$ cat config.mk
export PLATFORM = sky130hd
export DESIGN_NAME = namur_input_channel_eval
export DESIGN_NICKNAME = d
export VERILOG_FILES = /design/src/namur_pkg.sv /design/src/namur_input_channel_eval.sv
export VERILOG_INCLUDE_DIRS = /design/src /design/src/src
export SDC_FILE = /design/constraint.sdc
export NUM_CORES = 1
export LEC_CHECK = 0
export ABC_AREA = 1
export BUFFER_PORTS_ARGS = -buffer_cell sky130_fd_sc_hd__buf_2
export CAP_MARGIN = 25
export CORE_UTILIZATION = 50
export DETAILED_ROUTE_END_ITERATION = 7
export GPL_ROUTABILITY_DRIVEN = 1
export PLACE_DENSITY = 0.8
export SYNTH_ARGS = -nofsm -noshare
export SYNTH_HDL_FRONTEND = slang
export SYNTH_SLANG_ARGS = --single-unit
export TNS_END_PERCENT = 50
$ cat constraint.sdc
create_clock -name CLK -period 3.1 [get_ports CLK]
set_input_delay 0.31 -clock CLK [delete_from_list [all_inputs] [get_ports CLK]]
set_output_delay 0.31 -clock CLK [all_outputs]
set_load 0.005 [all_outputs]
$ cat src/namur_params.svh
`ifndef NAMUR_PARAMS_SVH
`define NAMUR_PARAMS_SVH

// Default channel count and channel index width, shared by the register-driven and switch-driven variants.
`define CH_COUNT_DEFAULT    8
`define CH_IDX_W            3

// Settings object subindices.
`define SUB_MAX_INDEX       8'h00
`define SUB_INPUT_KIND      8'h11

// Reset values of the settings object.
`define MAX_SUBINDEX_RESET  8'h11
`define INPUT_KIND_RESET    16'h0014

// Input kind codes.
`define KIND_OFF_CODE       16'h0000
`define KIND_DRY_NO_CODE    16'h000a
`define KIND_DRY_NC_CODE    16'h000b
`define KIND_SENS_NO_CODE   16'h0014
`define KIND_SENS_NC_CODE   16'h0015

// Value returned for a subindex that does not exist.
`define UNMAPPED_RDATA      16'h0000

`endif

$ cat src/namur_pkg.sv
`include "namur_params.svh"

package namur_pkg;

  // Input kind selected per channel.
  typedef enum logic [15:0] {
    KIND_OFF     = `KIND_OFF_CODE,
    KIND_DRY_NO  = `KIND_DRY_NO_CODE,
    KIND_DRY_NC  = `KIND_DRY_NC_CODE,
    KIND_SENS_NO = `KIND_SENS_NO_CODE,
    KIND_SENS_NC = `KIND_SENS_NC_CODE
  } input_kind_t;

  // Loop state seen by the current comparators of one channel.
  typedef struct packed {
    logic open;
    logic short_c;
    logic conducting;
  } loop_state_t;

  // Evaluated result of one channel.
  typedef struct packed {
    logic in_val;
    logic err;
  } chan_result_t;

endpackage : namur_pkg

$ cat src/namur_input_channel_eval.sv
`timescale 1ns/1ps
`include "namur_params.svh"

//////////////////////////////////////////////////////////////////////////////
// Function
// - Open circuit: error set, input off.
// - Short circuit: error set, input on.
// - Non-conducting valid loop: input 0, no error.
// - Conducting valid loop: input 1, no error.
// - Per-channel switch inverts that channel only.
// - Switch off positive, on negative switching.
// - Inverted: short off+error, open on+error.
// - Sixteen-bit kind code selects channel mode.
// - Kind resets to normally-open sensor code.
// - Dry contact modes never flag errors.
// - Dry contact NO direct, NC reversed.
// - Green lamp follows input, red follows error.
// - General lamp lights on supply fault.
module namur_input_channel_eval
  import namur_pkg::*;
#(
  parameter int NUM_CH     = `CH_COUNT_DEFAULT,
  parameter int IDX_W      = `CH_IDX_W,
  parameter bit USE_SWITCH = 1'b0
) (
  // Clock and reset.
  input  wire logic              CLK,
  input  wire logic              RST_N,
  // Loop comparators per channel, asynchronous to CLK.
  input  wire logic [NUM_CH-1:0] LOOP_OPEN,
  input  wire logic [NUM_CH-1:0] LOOP_SHORT,
  input  wire logic [NUM_CH-1:0] LOOP_COND,
  // Polarity switches per channel, asynchronous to CLK.
  input  wire logic [NUM_CH-1:0] INVERT_SW,
  // Field supply good level, asynchronous to CLK.
  input  wire logic              SUPPLY_OK,
  // Settings object access.
  input  wire logic              SET_WR,
  input  wire logic              SET_RD,
  input  wire logic [IDX_W-1:0]  SET_CH,
  input  wire logic [7:0]        SET_SUB,
  input  wire logic [15:0]       SET_WDATA,
  output logic      [15:0]       SET_RDATA,
  output logic                   SET_ACK,
  // Process data.
  output logic      [NUM_CH-1:0] IN_VAL,
  output logic      [NUM_CH-1:0] ERR,
  // Indicators.
  output logic      [NUM_CH-1:0] LED_GREEN,
  output logic      [NUM_CH-1:0] LED_RED,
  output logic                   LED_SUPPLY_ERR
);

  ////////////////////////////////////////////////////////////////////////////
  // Evaluation of one channel from its kind, loop state and switch.
  // The same code serves every channel of both variants.

  function automatic chan_result_t eval_chan(
    input logic [15:0] kind,
    input loop_state_t loop,
    input logic        sw
  );
    chan_result_t res;
    logic         inv;
    logic         contact;
    // Locals are set first so that every path leaves them defined.
    res     = '0;
    inv     = 1'b0;
    // A shorted dry contact still counts as a closed contact.
    contact = loop.conducting | loop.short_c;
    // Unknown codes fall through to the default and read as off.
    case (kind)
      `KIND_SENS_NO_CODE, `KIND_SENS_NC_CODE: begin
        // The switch only steers polarity on the switch-driven variant.
        inv = (kind == `KIND_SENS_NC_CODE) | (USE_SWITCH & sw);
        if (loop.open) begin
          // Open wins over short if both comparators fire at once.
          res.err    = 1'b1;
          res.in_val = inv;
        end else if (loop.short_c) begin
          res.err    = 1'b1;
          res.in_val = ~inv;
        end else begin
          res.err    = 1'b0;
          res.in_val = loop.conducting ^ inv;
        end
      end
      `KIND_DRY_NO_CODE: begin
        // Loop faults are not looked at, so no error can arise.
        res.err    = 1'b0;
        res.in_val = contact;
      end
      `KIND_DRY_NC_CODE: begin
        // Same contact sense as above, read the other way round.
        res.err    = 1'b0;
        res.in_val = ~contact;
      end
      default: begin
        // Channel off and codes without meaning report nothing.
        res = '0;
      end
    endcase
    return res;
  endfunction : eval_chan

  ////////////////////////////////////////////////////////////////////////////
  // Two-stage synchronisers for everything arriving from the field side.
  // Reset clears the loop and switch stages and sets the supply stages to good, so that no stale level leaks out after it.

  // Flop stages; a first stage feeds nothing but its second stage.
  logic [NUM_CH-1:0] open_s1;
  logic [NUM_CH-1:0] open_s2;
  logic [NUM_CH-1:0] short_s1;
  logic [NUM_CH-1:0] short_s2;
  logic [NUM_CH-1:0] cond_s1;
  logic [NUM_CH-1:0] cond_s2;
  logic [NUM_CH-1:0] sw_s1;
  logic [NUM_CH-1:0] sw_s2;
  logic              supply_s1;
  logic              supply_s2;

  // Next values of the flop stages.
  logic [NUM_CH-1:0] next_open_s1;
  logic [NUM_CH-1:0] next_open_s2;
  logic [NUM_CH-1:0] next_short_s1;
  logic [NUM_CH-1:0] next_short_s2;
  logic [NUM_CH-1:0] next_cond_s1;
  logic [NUM_CH-1:0] next_cond_s2;
  logic [NUM_CH-1:0] next_sw_s1;
  logic [NUM_CH-1:0] next_sw_s2;
  logic              next_supply_s1;
  logic              next_supply_s2;

  // Supply is assumed good during reset so the lamp stays dark.
  always_comb begin
    next_open_s1   = LOOP_OPEN;
    next_open_s2   = open_s1;
    next_short_s1  = LOOP_SHORT;
    next_short_s2  = short_s1;
    next_cond_s1   = LOOP_COND;
    next_cond_s2   = cond_s1;
    next_sw_s1     = INVERT_SW;
    next_sw_s2     = sw_s1;
    next_supply_s1 = SUPPLY_OK;
    next_supply_s2 = supply_s1;
    // Reset overrides every stage in the same cycle.
    if (!RST_N) begin
      next_open_s1   = '0;
      next_open_s2   = '0;
      next_short_s1  = '0;
      next_short_s2  = '0;
      next_cond_s1   = '0;
      next_cond_s2   = '0;
      next_sw_s1     = '0;
      next_sw_s2     = '0;
      next_supply_s1 = 1'b1;
      next_supply_s2 = 1'b1;
    end
  end

  // Plain registers; all the choices are made in the process above.
  always_ff @(posedge CLK) begin
    open_s1   <= next_open_s1;
    open_s2   <= next_open_s2;
    short_s1  <= next_short_s1;
    short_s2  <= next_short_s2;
    cond_s1   <= next_cond_s1;
    cond_s2   <= next_cond_s2;
    sw_s1     <= next_sw_s1;
    sw_s2     <= next_sw_s2;
    supply_s1 <= next_supply_s1;
    supply_s2 <= next_supply_s2;
  end

  ////////////////////////////////////////////////////////////////////////////
  // Settings object: one kind word and one subindex count per channel.
  // Requests come from logic on CLK, so they pass no synchroniser.

  // Stored words per channel and the registered answer.
  logic [15:0] kind_mem      [NUM_CH];
  logic [7:0]  max_sub_mem   [NUM_CH];
  logic [15:0] next_kind     [NUM_CH];
  logic [7:0]  next_max_sub  [NUM_CH];
  logic [15:0] next_rdata;
  logic        next_ack;
  logic        ch_valid;

  // A channel index beyond the fitted count is treated as unmapped.
  assign ch_valid = (32'(SET_CH) < NUM_CH);

  // Writes land on the addressed subindex; a read answers one cycle later.
  always_comb begin
    // By default every stored word keeps its value.
    for (int i = 0; i < NUM_CH; i++) begin
      next_kind[i]    = kind_mem[i];
      next_max_sub[i] = max_sub_mem[i];
    end
    // The read word holds until the next read replaces it.
    next_rdata = SET_RDATA;
    next_ack   = 1'b0;
    // Only two subindices exist; writes to any other are dropped.
    if (SET_WR && ch_valid) begin
      case (SET_SUB)
        `SUB_INPUT_KIND: begin
          next_kind[SET_CH] = SET_WDATA;
        end
        `SUB_MAX_INDEX: begin
          next_max_sub[SET_CH] = SET_WDATA[7:0];
        end
        default: begin
          next_ack = 1'b0;
        end
      endcase
    end
    // A read sees the stored word, not a write made in the same cycle.
    if (SET_RD) begin
      next_ack   = 1'b1;
      next_rdata = `UNMAPPED_RDATA;
      if (ch_valid) begin
        case (SET_SUB)
          `SUB_INPUT_KIND: begin
            next_rdata = kind_mem[SET_CH];
          end
          `SUB_MAX_INDEX: begin
            next_rdata = {8'h00, max_sub_mem[SET_CH]};
          end
          default: begin
            next_rdata = `UNMAPPED_RDATA;
          end
        endcase
      end
    end
    // Every write is answered, even one that is dropped.
    if (SET_WR && !SET_RD) begin
      next_ack = 1'b1;
    end
    // Reset restores the default words on every channel.
    if (!RST_N) begin
      for (int i = 0; i < NUM_CH; i++) begin
        next_kind[i]    = `INPUT_KIND_RESET;
        next_max_sub[i] = `MAX_SUBINDEX_RESET;
      end
      next_rdata = `UNMAPPED_RDATA;
      next_ack   = 1'b0;
    end
  end

  // Registers for the stored words and the answer.
  always_ff @(posedge CLK) begin
    for (int i = 0; i < NUM_CH; i++) begin
      kind_mem[i]    <= next_kind[i];
      max_sub_mem[i] <= next_max_sub[i];
    end
    SET_RDATA <= next_rdata;
    SET_ACK   <= next_ack;
  end

  ////////////////////////////////////////////////////////////////////////////
  // Channel evaluation and indicators, all straight from flip-flops.
  // Results lag the pins by three edges: two sync stages and this one.

  // Per-channel results and the next values of the outputs.
  chan_result_t      res         [NUM_CH];
  logic [NUM_CH-1:0] next_in_val;
  logic [NUM_CH-1:0] next_err;
  logic [NUM_CH-1:0] next_green;
  logic [NUM_CH-1:0] next_red;
  logic              next_supply_err;

  // The lamps mirror the reported bits, so both lit reads as orange.
  always_comb begin
    for (int i = 0; i < NUM_CH; i++) begin
      // Each channel reads only its own synchronised pins.
      res[i] = eval_chan(kind_mem[i],
                         '{open:       open_s2[i],
                           short_c:    short_s2[i],
                           conducting: cond_s2[i]},
                         sw_s2[i]);
      next_in_val[i] = res[i].in_val;
      next_err[i]    = res[i].err;
      next_green[i]  = res[i].in_val;
      next_red[i]    = res[i].err;
    end
    // A supply fault lights only the general lamp; channels carry on.
    next_supply_err = ~supply_s2;
    // Reset keeps every lamp dark.
    if (!RST_N) begin
      next_in_val     = '0;
      next_err        = '0;
      next_green      = '0;
      next_red        = '0;
      next_supply_err = 1'b0;
    end
  end

  // Output registers, so that every output comes from a flop.
  always_ff @(posedge CLK) begin
    IN_VAL         <= next_in_val;
    ERR            <= next_err;
    LED_GREEN      <= next_green;
    LED_RED        <= next_red;
    LED_SUPPLY_ERR <= next_supply_err;
  end

endmodule : namur_input_channel_eval

==> qor.yml, run 1 <==
cells_and_area:
  nFillCells: 2284
  nNetsFinal: 1972
  syn2layout_area_growth_pct: 14.2
  antennaDiodeCount: 0
  drive_above_1_share_pct: 10.7
  final_area_mm2: 0.0142
clock_network:
  root_buffer: "clkbuf_16"
  cts_buffers: 30
  post_cts.repair.setup_buffers: 0
  htree_levels: 1
  cts_tree: "done"
  clk_pin_slew_worst_paths_ns: 0.06
  clockBufferDepth: 3
  cts_sinks: 276
  clock_latency_ns: 0.55
placement:
  io_buffer_count: 105
  place.gp.congestion: 0.877
  placed_area_mm2: 0.0130
  dpl.hpwl_um: 21900
  dpl_worst_slack_ns: 0.671
synth:
  synthFlopType: "dfxtp_1"
  synth_top_family_by_area: "simple AND/OR/NAND/NOR gates"
  ys_seq_area_share_pct: 44.4
  synth.area.top_cells: "dfxtp_1 (44%), nand2_1 (19%), inv_1 (8.4%), a21oi_1 (6.8%), nand3_1 (3.5%)"
  synth_top_cell_area_share_pct: 44.4
  synthTopCellsByCount: "nand2_1 (643), inv_1 (280), dfxtp_1 (276)"
  ys_ff_latch: 276
  syn_area_mm2: 0.0124
  synth_mux_area_share_pct: 0
  synth_compound_gate_area_share_pct: 13.3
  postSynthCellCount: 1840
  yosys.area.top_type: "dfxtp_1"
  synth_area_per_cell_um2: 6.76
  yosys.area_share.simple_pct: 28.9
  synth_nets: 1904
  yosysUniqueCellTypes: 29
  yosysMostFrequentCell: "nand2_1"
  yosys_warnings: 0
  async_reset_ff_share_pct: 0
  synth_enable_flop_cells: 0
  synth-adder-area-share_pct: 0
  synth_xor_xnor_area_share_pct: 0
die:
  die_h_um: 160
  start_util_pct: 51.0
  die_area_mm2: 0.0255
  ios: 114
  die_x_um: 160
  placementRows: 57
  core_area_mm2: 0.0244
timing:
  min_period_ns: 1.87
  setup_slack_ns: 1.23
  clock_skew_ns: 0.0134
  worst_slew_pin_slew_ns: 0.804
  timing.slew.headroom_pct: 46.3
  setup_violations: 0
  grt_setup_unrepaired: "false"
  hold_viol_final: 0
  drv_slew: 0
  fmax_mhz: 534
  finalCritPeriodShare_pct: 60.4
  fin_setup_tns_ns: 0
routing:
  antenna_left: 0
  drc_errors: 0
  wl_per_cell_um: 14.5
  first_pass_iters: 5
  wl_um: 32700
  wl_met1_um: 14100
  dr_wl_met3_um: 2700
  wl_met2_um: 14600
  num_vias: 11600
  viasPerCell: 5.15
  highest_layer: "met4"
  drt_iter0_markers: 1075
critical_path:
  critical_path.top_delay_family: "simple AND/OR/NAND/NOR gates"
  crit_path_max_incr_delay_ns: 0.47
  arrival_ns: 2.28
  path_buf_inv: 3
  r2r_start: "kind_mem[0][11]"
  worst-setup-path-type: "in2reg"
  crit_required_ns: 3.51
  worstSetupStartpointType: "input pin"
  r2r_setup_slack_ns: 1.74
  r2r_cells: 8
  worstReg2RegEnd: "SET_RDATA[11]"
  crit_fanout: 17
  cp_cell_sequence: "buf_2 -> inv_2 -> nor2_8 -> inv_2 -> nor2_4 -> nand3_1 -> o21ai_0 -> a21oi_1"
  cpMaxStageDelayCell: "nand3_1"
  end_kind: "flop"
  crit_top_cell: "inv_2"
min_path:
  worstHoldPathCells: 3
  hold_class: "in2reg"
  hold_end: "SET_ACK"
  worstHoldStart: "SET_RD"
power_and_ir_drop:
  peakVddDrop_uv: 390
  powerDensity_mw_per_mm2: 534
  p_leak_uw: 0.00767
global_routing:
  grt_pass1_vias: 10600
  globalRouteOverflowTotal: 0
  antenna_found_initial: 0
  grt_start_max_net_pins: 133
  grt_pass1_wl_um: 52300
  grt_usage_pct: 25.2
job:
  drv_cap: 0
outcome:
  outcome: "finished clean"
-- per-layer routing --
metal	GRT usage (%)	up-vias
met1	33.7	5190
met3	3.77	94
met2	40.3	494
met5	0	-
met4	11.2	0
li1	-	5843
-- how the worst max path moves through the flow --
stage	cells past startpoint	end	startpoint
after detailed placement	8	max_sub_mem[2][2]	SET_CH[1]
after CTS	8	max_sub_mem[2][2]	SET_CH[1]
after global placement	8	max_sub_mem[2][3]	SET_CH[1]
after floorplan	11	SET_RDATA[2]	SET_CH[0]
final	8	max_sub_mem[5][5]	SET_CH[2]
after global routing	8	max_sub_mem[2][2]	SET_CH[1]
-- stage by stage --
step	util (%)	total power, uW	instances	hold slack, ns
finish	58.3	7590	2256	0.00852
global placement	53.1	4110	2175	0.374
floorplan	-	3970	1840	0.368
CTS	58.3	7630	2256	0.000671
global route	58.3	7830	2256	0.0321
detailed placement	53.1	4110	2175	0.370
-- area by class of cell --
class | instances | area [um2] | area share, %
clock buffers | 47 | 905 | 6.36
clock inverters | 9 | 95.1 | 0.669
inverters | 300 | 1130 | 7.94
multi-input cells | 1159 | 5260 | 37.0
flip-flops and latches | 276 | 5530 | 38.9
well taps | 324 | 405 | 2.85
repair buffers | 141 | 892 | 6.28
-- placed cells by master (no fill, tap or decap), types with 6 or more instances in the layout --
| cell | instances |
|---|---|
| o21ai_0 | 74 |
| nand3_4 | 6 |
| clkbuf_16 | 30 |
| and3_1 | 6 |
| clkbuf_8 | 9 |
| nand4_1 | 33 |
| inv_1 | 280 |
| nor2_4 | 7 |
| buf_4 | 10 |
| o211ai_1 | 38 |
| o21ai_1 | 28 |
| inv_2 | 19 |
| clkbuf_1 | 8 |
| dlygate4sd3_1 | 25 |
| buf_2 | 103 |
| nor2_1 | 43 |
| nand2_1 | 643 |
| nand3_1 | 86 |
| dfxtp_1 | 276 |
| nor3_1 | 13 |
| a21oi_1 | 170 |
-- worst register-to-register path: stages, from the launching register on --
cell     delay (ns)
dfxtp_1        0.33
inv_1          0.07
o21ai_0        0.36
nand2_1        0.10
nand2_1        0.08
nand2_1        0.04
nand2_1        0.10
nand2_1        0.07
a21oi_1        0.14
-- what timing repair did --
action                    4_1_cts  5_1_grt
hold buffers                   25        0
hold endpoints to repair       25        0
gates resized for setup         0        0
-- logic make-up (layout without fill, tap and decap cells) --
kind of cell / after synthesis / count (layout)
simple gates: 847 / 847
buf+inv: 405 / 497
compound gates: 312 / 312
flops: 276 / 276
-- where the power goes --
part           internal, uW  leakage (uW)  switching, uW
registers              3590       0.00224           15.1
clock network          2090      0.000483           1440
logic                   143       0.00495            319
total                  5820       0.00767           1770
-- registers in the layout, summed over array words and instances, names as in the netlist, 8 cells and up --
signal	flops
LED_GREEN	8
max_sub_mem	64
open_s1	8
SET_RDATA	16
cond_s1	8
kind_mem	128
LED_RED	8
open_s2	8
cond_s2	8
short_s1	8
short_s2	8
Power figures use the tool's default switching activity.
==> run 2, diff against run 1 <==
- clock period: 3.1 -> 1.9 ns (I/O delays scaled with it)
==> run 2 against run 1 <==
Net effect: combinational power rose by 70%; worst setup slack got worse by 0.67 ns; total power rose by 55%; non-clock buffer count rose by 30; hold slack improved by 0.0082 ns; utilization rose by 0.40 points; cell count rose by 0.98%; count of clock-buffer cells in the layout fell by 4; critical endpoint is now SET_RDATA[4]; highest routed layer unchanged.
==> qor.yml, run 2 (synthesis results as in run 1) <==
timing:
  fin_setup_tns_ns: 0  # unchanged
  min_period_ns: 1.34
  setup_violations: 0  # unchanged
  timing.slew.headroom_pct: 56.3  # was 46.3%
  hold_viol_final: 0  # unchanged
  finalCritPeriodShare_pct: 70.8
  fmax_mhz: 744
  clock_skew_ns: 0.00660  # was 0.0134 ns
  grt_setup_unrepaired: "false"  # unchanged
  drv_slew: 0  # unchanged
  worst_slew_pin_slew_ns: 0.650  # was 0.804 ns
global_routing:
  grt_usage_pct: 25.8  # was 25.2%
  use_met3_pct: 4.36  # was 3.77%
  busiest_layer: "met2"  # unchanged
  met1_usage_pct: 34.3  # was 33.7%
  globalRouteOverflowTotal: 0  # unchanged
  grt_pass1_vias: 10700  # was 10,600
  met2_usage_pct: 41.1  # was 40.3%
  grt_start_max_net_pins: 77  # was 133
  grt_pass1_wl_um: 53500  # was 52,300 um
  antenna_found_initial: 0  # unchanged
cells_and_area:
  layout_common_cells: "nand2_1 (643), inv_1 (280), dfxtp_1 (276)"  # unchanged
  nFillCells: 2292  # was 2,284
  final_cells: 2278  # was 2,256
  regArea_mm2: 0.00553  # unchanged
  top_register: "kind_mem"  # unchanged
  final_common_cell: "nand2_1"  # unchanged
  final_area_mm2: 0.0143  # was 0.0142 mm2
  syn2layout_area_growth_pct: 15.0  # was 14.2%
  nNetsFinal: 1999  # was 1,972
  multiInputGateArea_mm2: 0.00526  # unchanged
  antennaDiodeCount: 0  # unchanged
  drive_above_1_share_pct: 11.7  # was 10.7%
  largest_reg_flops: 128  # unchanged
  reg_top3: "kind_mem: 128 flops, max_sub_mem: 64 flops, SET_RDATA: 16 flops"  # unchanged
critical_path:
  arrival_ns: 1.77  # was 2.28 ns
  crit_required_ns: 2.33  # was 3.51 ns
  crit_path_max_incr_delay_ns: 0.53  # was 0.47 ns
  worst-setup-path-type: "in2reg"  # unchanged
  cp_cell_sequence: "dlygate4sd3_1 -> buf_2 -> inv_2 -> nor3_1 -> buf_4 -> o21ai_1 -> nand3_1 -> nand2_1 -> inv_1"  # was buf_2 -> inv_2 -> nor2_8 -> inv_2 -> nor2_4 -> nand3_1 -> o21ai_0 -> a21oi_1
  end_kind: "flop"  # unchanged
  critPathLaunch: "SET_RD"  # was SET_CH[2]
  crit_end: "SET_RDATA[4]"  # was max_sub_mem[5][5]
  r2r_cells: 4  # was 8
  worstSetupStartpointType: "input pin"  # unchanged
  r2r_start: "kind_mem[7][12]"  # was kind_mem[0][11]
  r2r_setup_slack_ns: 0.57  # was 1.74 ns
  worstReg2RegEnd: "LED_RED[7]"  # was SET_RDATA[11]
  cpMaxStageDelayCell: "dlygate4sd3_1"  # was nand3_1
  crit_fanout: 19  # was 17
routing:
  viasPerCell: 5.16  # was 5.15
  first_pass_iters: 6  # was 5
  antenna_left: 0  # unchanged
  drt_iter0_markers: 1153  # was 1,075
  wl_per_cell_um: 14.5  # about the same
  wl_um: 33000  # was 32,700 um
  drc_errors: 0  # unchanged
  num_vias: 11800  # was 11,600
min_path:
  worstHoldStart: "RST_N"  # was SET_RD
  hold_class: "in2reg"  # unchanged
clock_network:
  cts_buffers: 27  # was 30
  cts_resized: 0  # unchanged
  htree_levels: 1  # unchanged
  root_buffer: "clkbuf_16"  # unchanged
  cts_sinks: 276  # unchanged
  cts_tree: "done"  # unchanged
  clockBufferDepth: 3  # unchanged
  clk_pin_slew_worst_paths_ns: 0.06  # about the same
  clock_latency_ns: 0.53  # was 0.55 ns
power_and_ir_drop:
  powerDensity_mw_per_mm2: 824  # was 534 mW/mm2
  p_leak_uw: 0.00775  # was 0.00767 uW
  peakVddDrop_uv: 588  # was 390 uV
die:
  placementRows: 57  # unchanged
  start_util_pct: 51.0  # unchanged
  die_h_um: 160  # unchanged
  ios: 114  # unchanged
  die_area_mm2: 0.0255  # unchanged
  core_area_mm2: 0.0244  # unchanged
  die_x_um: 160  # unchanged
placement:
  io_buffer_count: 105  # unchanged
  placed_area_mm2: 0.0132  # was 0.0130 mm2
  placed_cells: 2204  # was 2,175
  dpl.hpwl_um: 22500  # was 21,900 um
  place.gp.congestion: 0.877  # about the same
job:
  drv_cap: 0  # unchanged
outcome:
  outcome: "finished clean"  # unchanged
-- run 2: cell types whose count changed in the layout (fill, tap and decap cells not counted), sizes merged --
cell	change
buf	+29
clkbuf	-4
clkinvlp	-3
bufinv	-1
dlygate4sd3	+1
-- run 2: area by class of cell --
class	count	share of cell area (%)
multi-input combinational	1159	36.8
sequential	276	38.6
clock buffer	43	5.70
clock inverter	5	0.201
timing repair buffer	171	8.00
tap	324	2.83
inverter	300	7.89
-- run 2: metrics by stage --
| step | hold WS [ns] | power (uW) | setup WS (ns) | utilization (%) |
|---|---|---|---|---|
| 2_1_floorplan | 0.288 | 6480 | 0.580 | - |
| 6_report | 0.0168 | 11800 | 0.556 | 58.7 |
| 3_5_place_dp | 0.373 | 6740 | 0.214 | 54.1 |
| 3_3_place_gp | 0.369 | 6730 | 0.267 | 54.1 |
| 4_1_cts | 0.00907 | 11800 | 0.590 | 58.7 |
| 5_1_grt | 0.0560 | 12200 | 0.446 | 58.7 |
-- run 2: repair_timing --
action,in CTS,in global routing
endpoints found under the hold margin,26,0
buffers inserted,0,0
hold buffers,26,0
-- run 2: worst min-delay path by stage --
| stage | depth (start not counted) | to | slack, ns |
|---|---|---|---|
| after detailed placement | 3 | cond_s1[3] | 0.37 |
| after floorplan | 2 | cond_s1[0] | 0.29 |
| after global routing | 2 | max_sub_mem[5][4] | 0.06 |
| final | 2 | max_sub_mem[5][4] | 0.02 |
| after CTS | 2 | max_sub_mem[5][4] | 0.009 |
| after global placement | 3 | short_s1[4] | 0.37 |
-- run 2: where the power goes --
| part | leakage [uW] | internal (uW) | switching (uW) |
|---|---|---|---|
| sequential | 0.00224 | 5860 | 23.7 |
| combinational | 0.00509 | 260 | 529 |
| clock | 0.000420 | 2920 | 2190 |
-- run 2: layer usage --
metal	share of wire [%]	wire length, um
met5	0	0
met4	4.1	1340
met3	8.8	2920
met2	45	14800
met1	42	14000
-- run 2: worst max-delay path, delay by kind of cell --
kind / cells / cell delay [ns]
AO/OA/AOI/OAI: 1 / 0.13
buffers and inverters: 5 / 1.13
AND/OR/NAND/NOR: 3 / 0.31
==> run 3, diff against run 2 <==
- ABC_AREA: 1 -> 0
- clock period: 1.9 -> 1.3 ns (I/O delays scaled with it)
==> run 3 against run 2 <==
Net effect: the flow now finishes with violations (setup timing); largest cell class is now multi-input combinational cells; first-iteration DRC count is 18% lower; area after synthesis shrank 1.7%; combinational power grew 70%; sequential power is 46% higher; final area increased by 11%; hold slack got worse by 0.0054 ns; wire length grew 12%; clock skew increased by 0.0064 ns; critical path depth decreased by 5; cell count fell by 20%; utilization rose by 8.5 points.
==> qor.yml, run 3 <==
routing:
  first_pass_iters: 5  # was 6
  drc_errors: 0  # unchanged
  wl_per_cell_um: 20.3  # was 14.5 um
  num_vias: 10700  # was 11,800
  viasPerCell: 5.84  # was 5.16
  drt_iter0_markers: 944  # was 1,153
  wl_um: 37000  # was 33,000 um
  antenna_left: 0  # unchanged
timing:
  setup_slack_ns: -0.349  # was 0.556 ns
  timing.slew.headroom_pct: 67.4  # was 56.3%
  drv_slew: 0  # unchanged
  finalCritPeriodShare_pct: 127
  setup_violations: 15  # was 0
  worst_slew_pin_slew_ns: 0.489  # was 0.650 ns
  hold_ws_ns: 0.0114  # was 0.0168 ns
  clock_skew_ns: 0.0130  # was 0.00660 ns
  min_period_ns: 1.65
  hold_viol_final: 0  # unchanged
  grt_setup_unrepaired: "true"  # was false
  fmax_mhz: 607
critical_path:
  worstSetupStartpointType: "flop"  # was input pin
  crit_path_max_incr_delay_ns: 0.54  # was 0.53 ns
  worst-setup-path-type: "reg2reg"  # was in2reg
  crit_fanout: 2  # was 19
  crit_required_ns: 1.75  # was 2.33 ns
  cp_cell_sequence: "or4_4 -> nand4b_1 -> a21o_1 -> a221oi_2"  # was dlygate4sd3_1 -> buf_2 -> inv_2 -> nor3_1 -> buf_4 -> o21ai_1 -> nand3_1 -> nand2_1 -> inv_1
  cpMaxStageDelayCell: "or4_4"  # was dlygate4sd3_1
  critical_path.top_delay_family: "simple AND/OR/NAND/NOR gates"  # was buffers and inverters
  path_buf_inv: 0  # was 5
  arrival_ns: 2.10  # was 1.77 ns
  end_kind: "flop"  # unchanged
clock_network:
  root_buffer: "clkbuf_16"  # unchanged
  clk_pin_slew_worst_paths_ns: 0.07  # was 0.06 ns
  cts_sinks: 276  # unchanged
  clockBufferDepth: 3  # unchanged
  clock_latency_ns: 0.56  # was 0.53 ns
  cts_buffers: 28  # was 27
  cts_tree: "done"  # unchanged
  htree_levels: 1  # unchanged
cells_and_area:
  largest_reg_flops: 128  # unchanged
  drive_above_1_share_pct: 32.3  # was 11.7%
  nNetsFinal: 1550  # was 1,999
  final_common_cell: "nand2_1"  # unchanged
  multiInputGateArea_mm2: 0.00646  # was 0.00526 mm2
  antennaDiodeCount: 0  # unchanged
  layout_common_cells: "nand2_1 (280), dfxtp_1 (256), buf_4 (143)"  # was nand2_1 (643), inv_1 (280), dfxtp_1 (276)
  regArea_mm2: 0.00555  # was 0.00553 mm2
  top_register: "kind_mem"  # unchanged
  syn2layout_area_growth_pct: 30.4  # was 15.0%
  reg_top3: "kind_mem: 128 flops, max_sub_mem: 64 flops, SET_RDATA: 16 flops"  # unchanged
  nFillCells: 1652  # was 2,292
  utilization_pct: 67.2  # was 58.7%
synth:
  synthTopCellsByCount: "nand2_1 (280), dfxtp_1 (276), a21boi_1 (88)"  # was nand2_1 (643), inv_1 (280), dfxtp_1 (276)
  ys_ff_latch: 276  # unchanged
  yosys.area.top_type: "dfxtp_1"  # unchanged
  yosys_warnings: 0  # unchanged
  yosysMostFrequentCell: "nand2_1"  # unchanged
  synth_top_cell_area_share_pct: 45.2  # was 44.4%
  async_reset_ff_share_pct: 0  # unchanged
  synth_area_per_cell_um2: 9.81  # was 6.76 um2
  synth.area.top_cells: "dfxtp_1 (45%), nand2_1 (8.6%), mux2i_1 (6.7%), mux4_2 (5.9%), a21boi_1 (5.4%)"  # was dfxtp_1 (44%), nand2_1 (19%), inv_1 (8.4%), a21oi_1 (6.8%), nand3_1 (3.5%)
  synth_enable_flop_cells: 0  # unchanged
  synth_nets: 1311  # was 1,904
  syn_area_mm2: 0.0122  # was 0.0124 mm2
  ys_seq_area_share_pct: 45.2  # was 44.4%
  yosysUniqueCellTypes: 59  # was 29
  synthFlopType: "dfxtp_1"  # unchanged
  postSynthCellCount: 1247  # was 1,840
placement:
  dpl.hpwl_um: 24100  # was 22,500 um
  place.gp.congestion: 0.966  # was 0.877
  io_buffer_count: 105  # unchanged
die:
  core_area_mm2: 0.0238  # was 0.0244 mm2
  placementRows: 56  # was 57
  ios: 114  # unchanged
  die_area_mm2: 0.0251  # was 0.0255 mm2
  start_util_pct: 51.5  # was 51.0%
  die_x_um: 158  # was 160 um
  die_h_um: 158  # was 160 um
outcome:
  violations: "setup timing"
  outcome: "finished with violations"  # was finished clean
global_routing:
  grt_start_max_net_pins: 89  # was 77
  globalRouteOverflowTotal: 0  # unchanged
  grt_usage_pct: 30.1  # was 25.8%
  grt_pass1_vias: 10600  # was 10,700
  antenna_found_initial: 1  # was 0
  grt_pass1_wl_um: 57900  # was 53,500 um
min_path:
  hold_class: "in2reg"  # unchanged
power_and_ir_drop:
  p_total_uw: 18700  # was 11,800 uW
  powerDensity_mw_per_mm2: 1170  # was 824 mW/mm2
  peakVddDrop_uv: 1130  # was 588 uV
  p_leak_uw: 0.00676  # was 0.00775 uW
job:
  drv_cap: 0  # unchanged
## run 3: cell types whose count changed after synthesis, sizes merged, moves of 80 or more
cell	before	now
o21ai	102	22
nand2	645	280
a21oi	170	8
inv	300	5
mux2i	0	82
a21boi	0	112
## run 3: tightest hold or removal path, delay by kind of cell
family / cells / cell delay [ns]
buf+inv: 2 / 0.26
compound gates: 1 / 0.11
## run 3: stage by stage
stage / std cells / setup slack (ns) / TNS [ns] / area, um2
2_1_floorplan: 1247 / -0.234 / -24.27 / 12400
3_3_place_gp: 1729 / -0.586 / -62.85 / 14100
3_5_place_dp: 1729 / -0.607 / -69.17 / 14100
4_1_cts: 1823 / -0.290 / -1.25 / 15800
5_1_grt: 1825 / -0.380 / -2.12 / 16000
6_report: 1825 / -0.349 / -1.29 / 16000
## run 3: worst paths after layout
path / startpoint / endpoint / slack (ns) / cells past startpoint
setup / recovery: kind_mem[2][10] / LED_GREEN[2] / -0.35 / 4
setup reg to reg: kind_mem[2][10] / LED_GREEN[2] / -0.35 / 4
hold reg to reg: supply_s2 / LED_SUPPLY_ERR / 0.39 / 1
hold / removal: RST_N / kind_mem[0][9] / 0.01 / 3
## run 3: area by class of cell
| class | count | share of cell area [%] |
|---|---|---|
| Clock buffer | 41 | 5.33 |
| Clock inverter | 9 | 1.09 |
| Inverter | 5 | 0.118 |
| Multi-Input combinational cell | 860 | 40.5 |
| Sequential cell | 276 | 34.8 |
| Tap cell | 319 | 2.50 |
| Timing Repair Buffer | 315 | 15.7 |
## run 3: power by group
part | switching [uW] | internal [uW]
registers | 34.7 | 8560
logic | 711 | 632
clock network | 3420 | 5330
total | 4170 | 14500
## run 3: routing by layer
metal	routed length, um	vias up	global-route usage [%]
met5	12	-	0
met4	1800	2	11.8
met3	3460	157	5.63
met2	17400	584	51.4
met1	14300	5100	37.5
li1	-	4816	-
## run 3: kinds of logic (layout without fill, tap and decap cells)
logic type	Yosys count	after routing	synth area share [%]
AND/OR/NAND/NOR	539	539	23.6
flip-flops	276	276	45.2
AO/OA/AOI/OAI	188	188	11.9
multiplexers	128	128	13.9
buffers and inverters	111	370	5.12
XOR/XNOR	5	5	0.358
## run 3: timing repair
item | CTS | global route
hold buffers | 42 | 0
setup endpoints to repair | 21 | 26
gates resized for setup | 41 | 47
setup buffers | 2 | 2
pin swaps | 11 | 14
endpoints found under the hold margin | 121 | 0
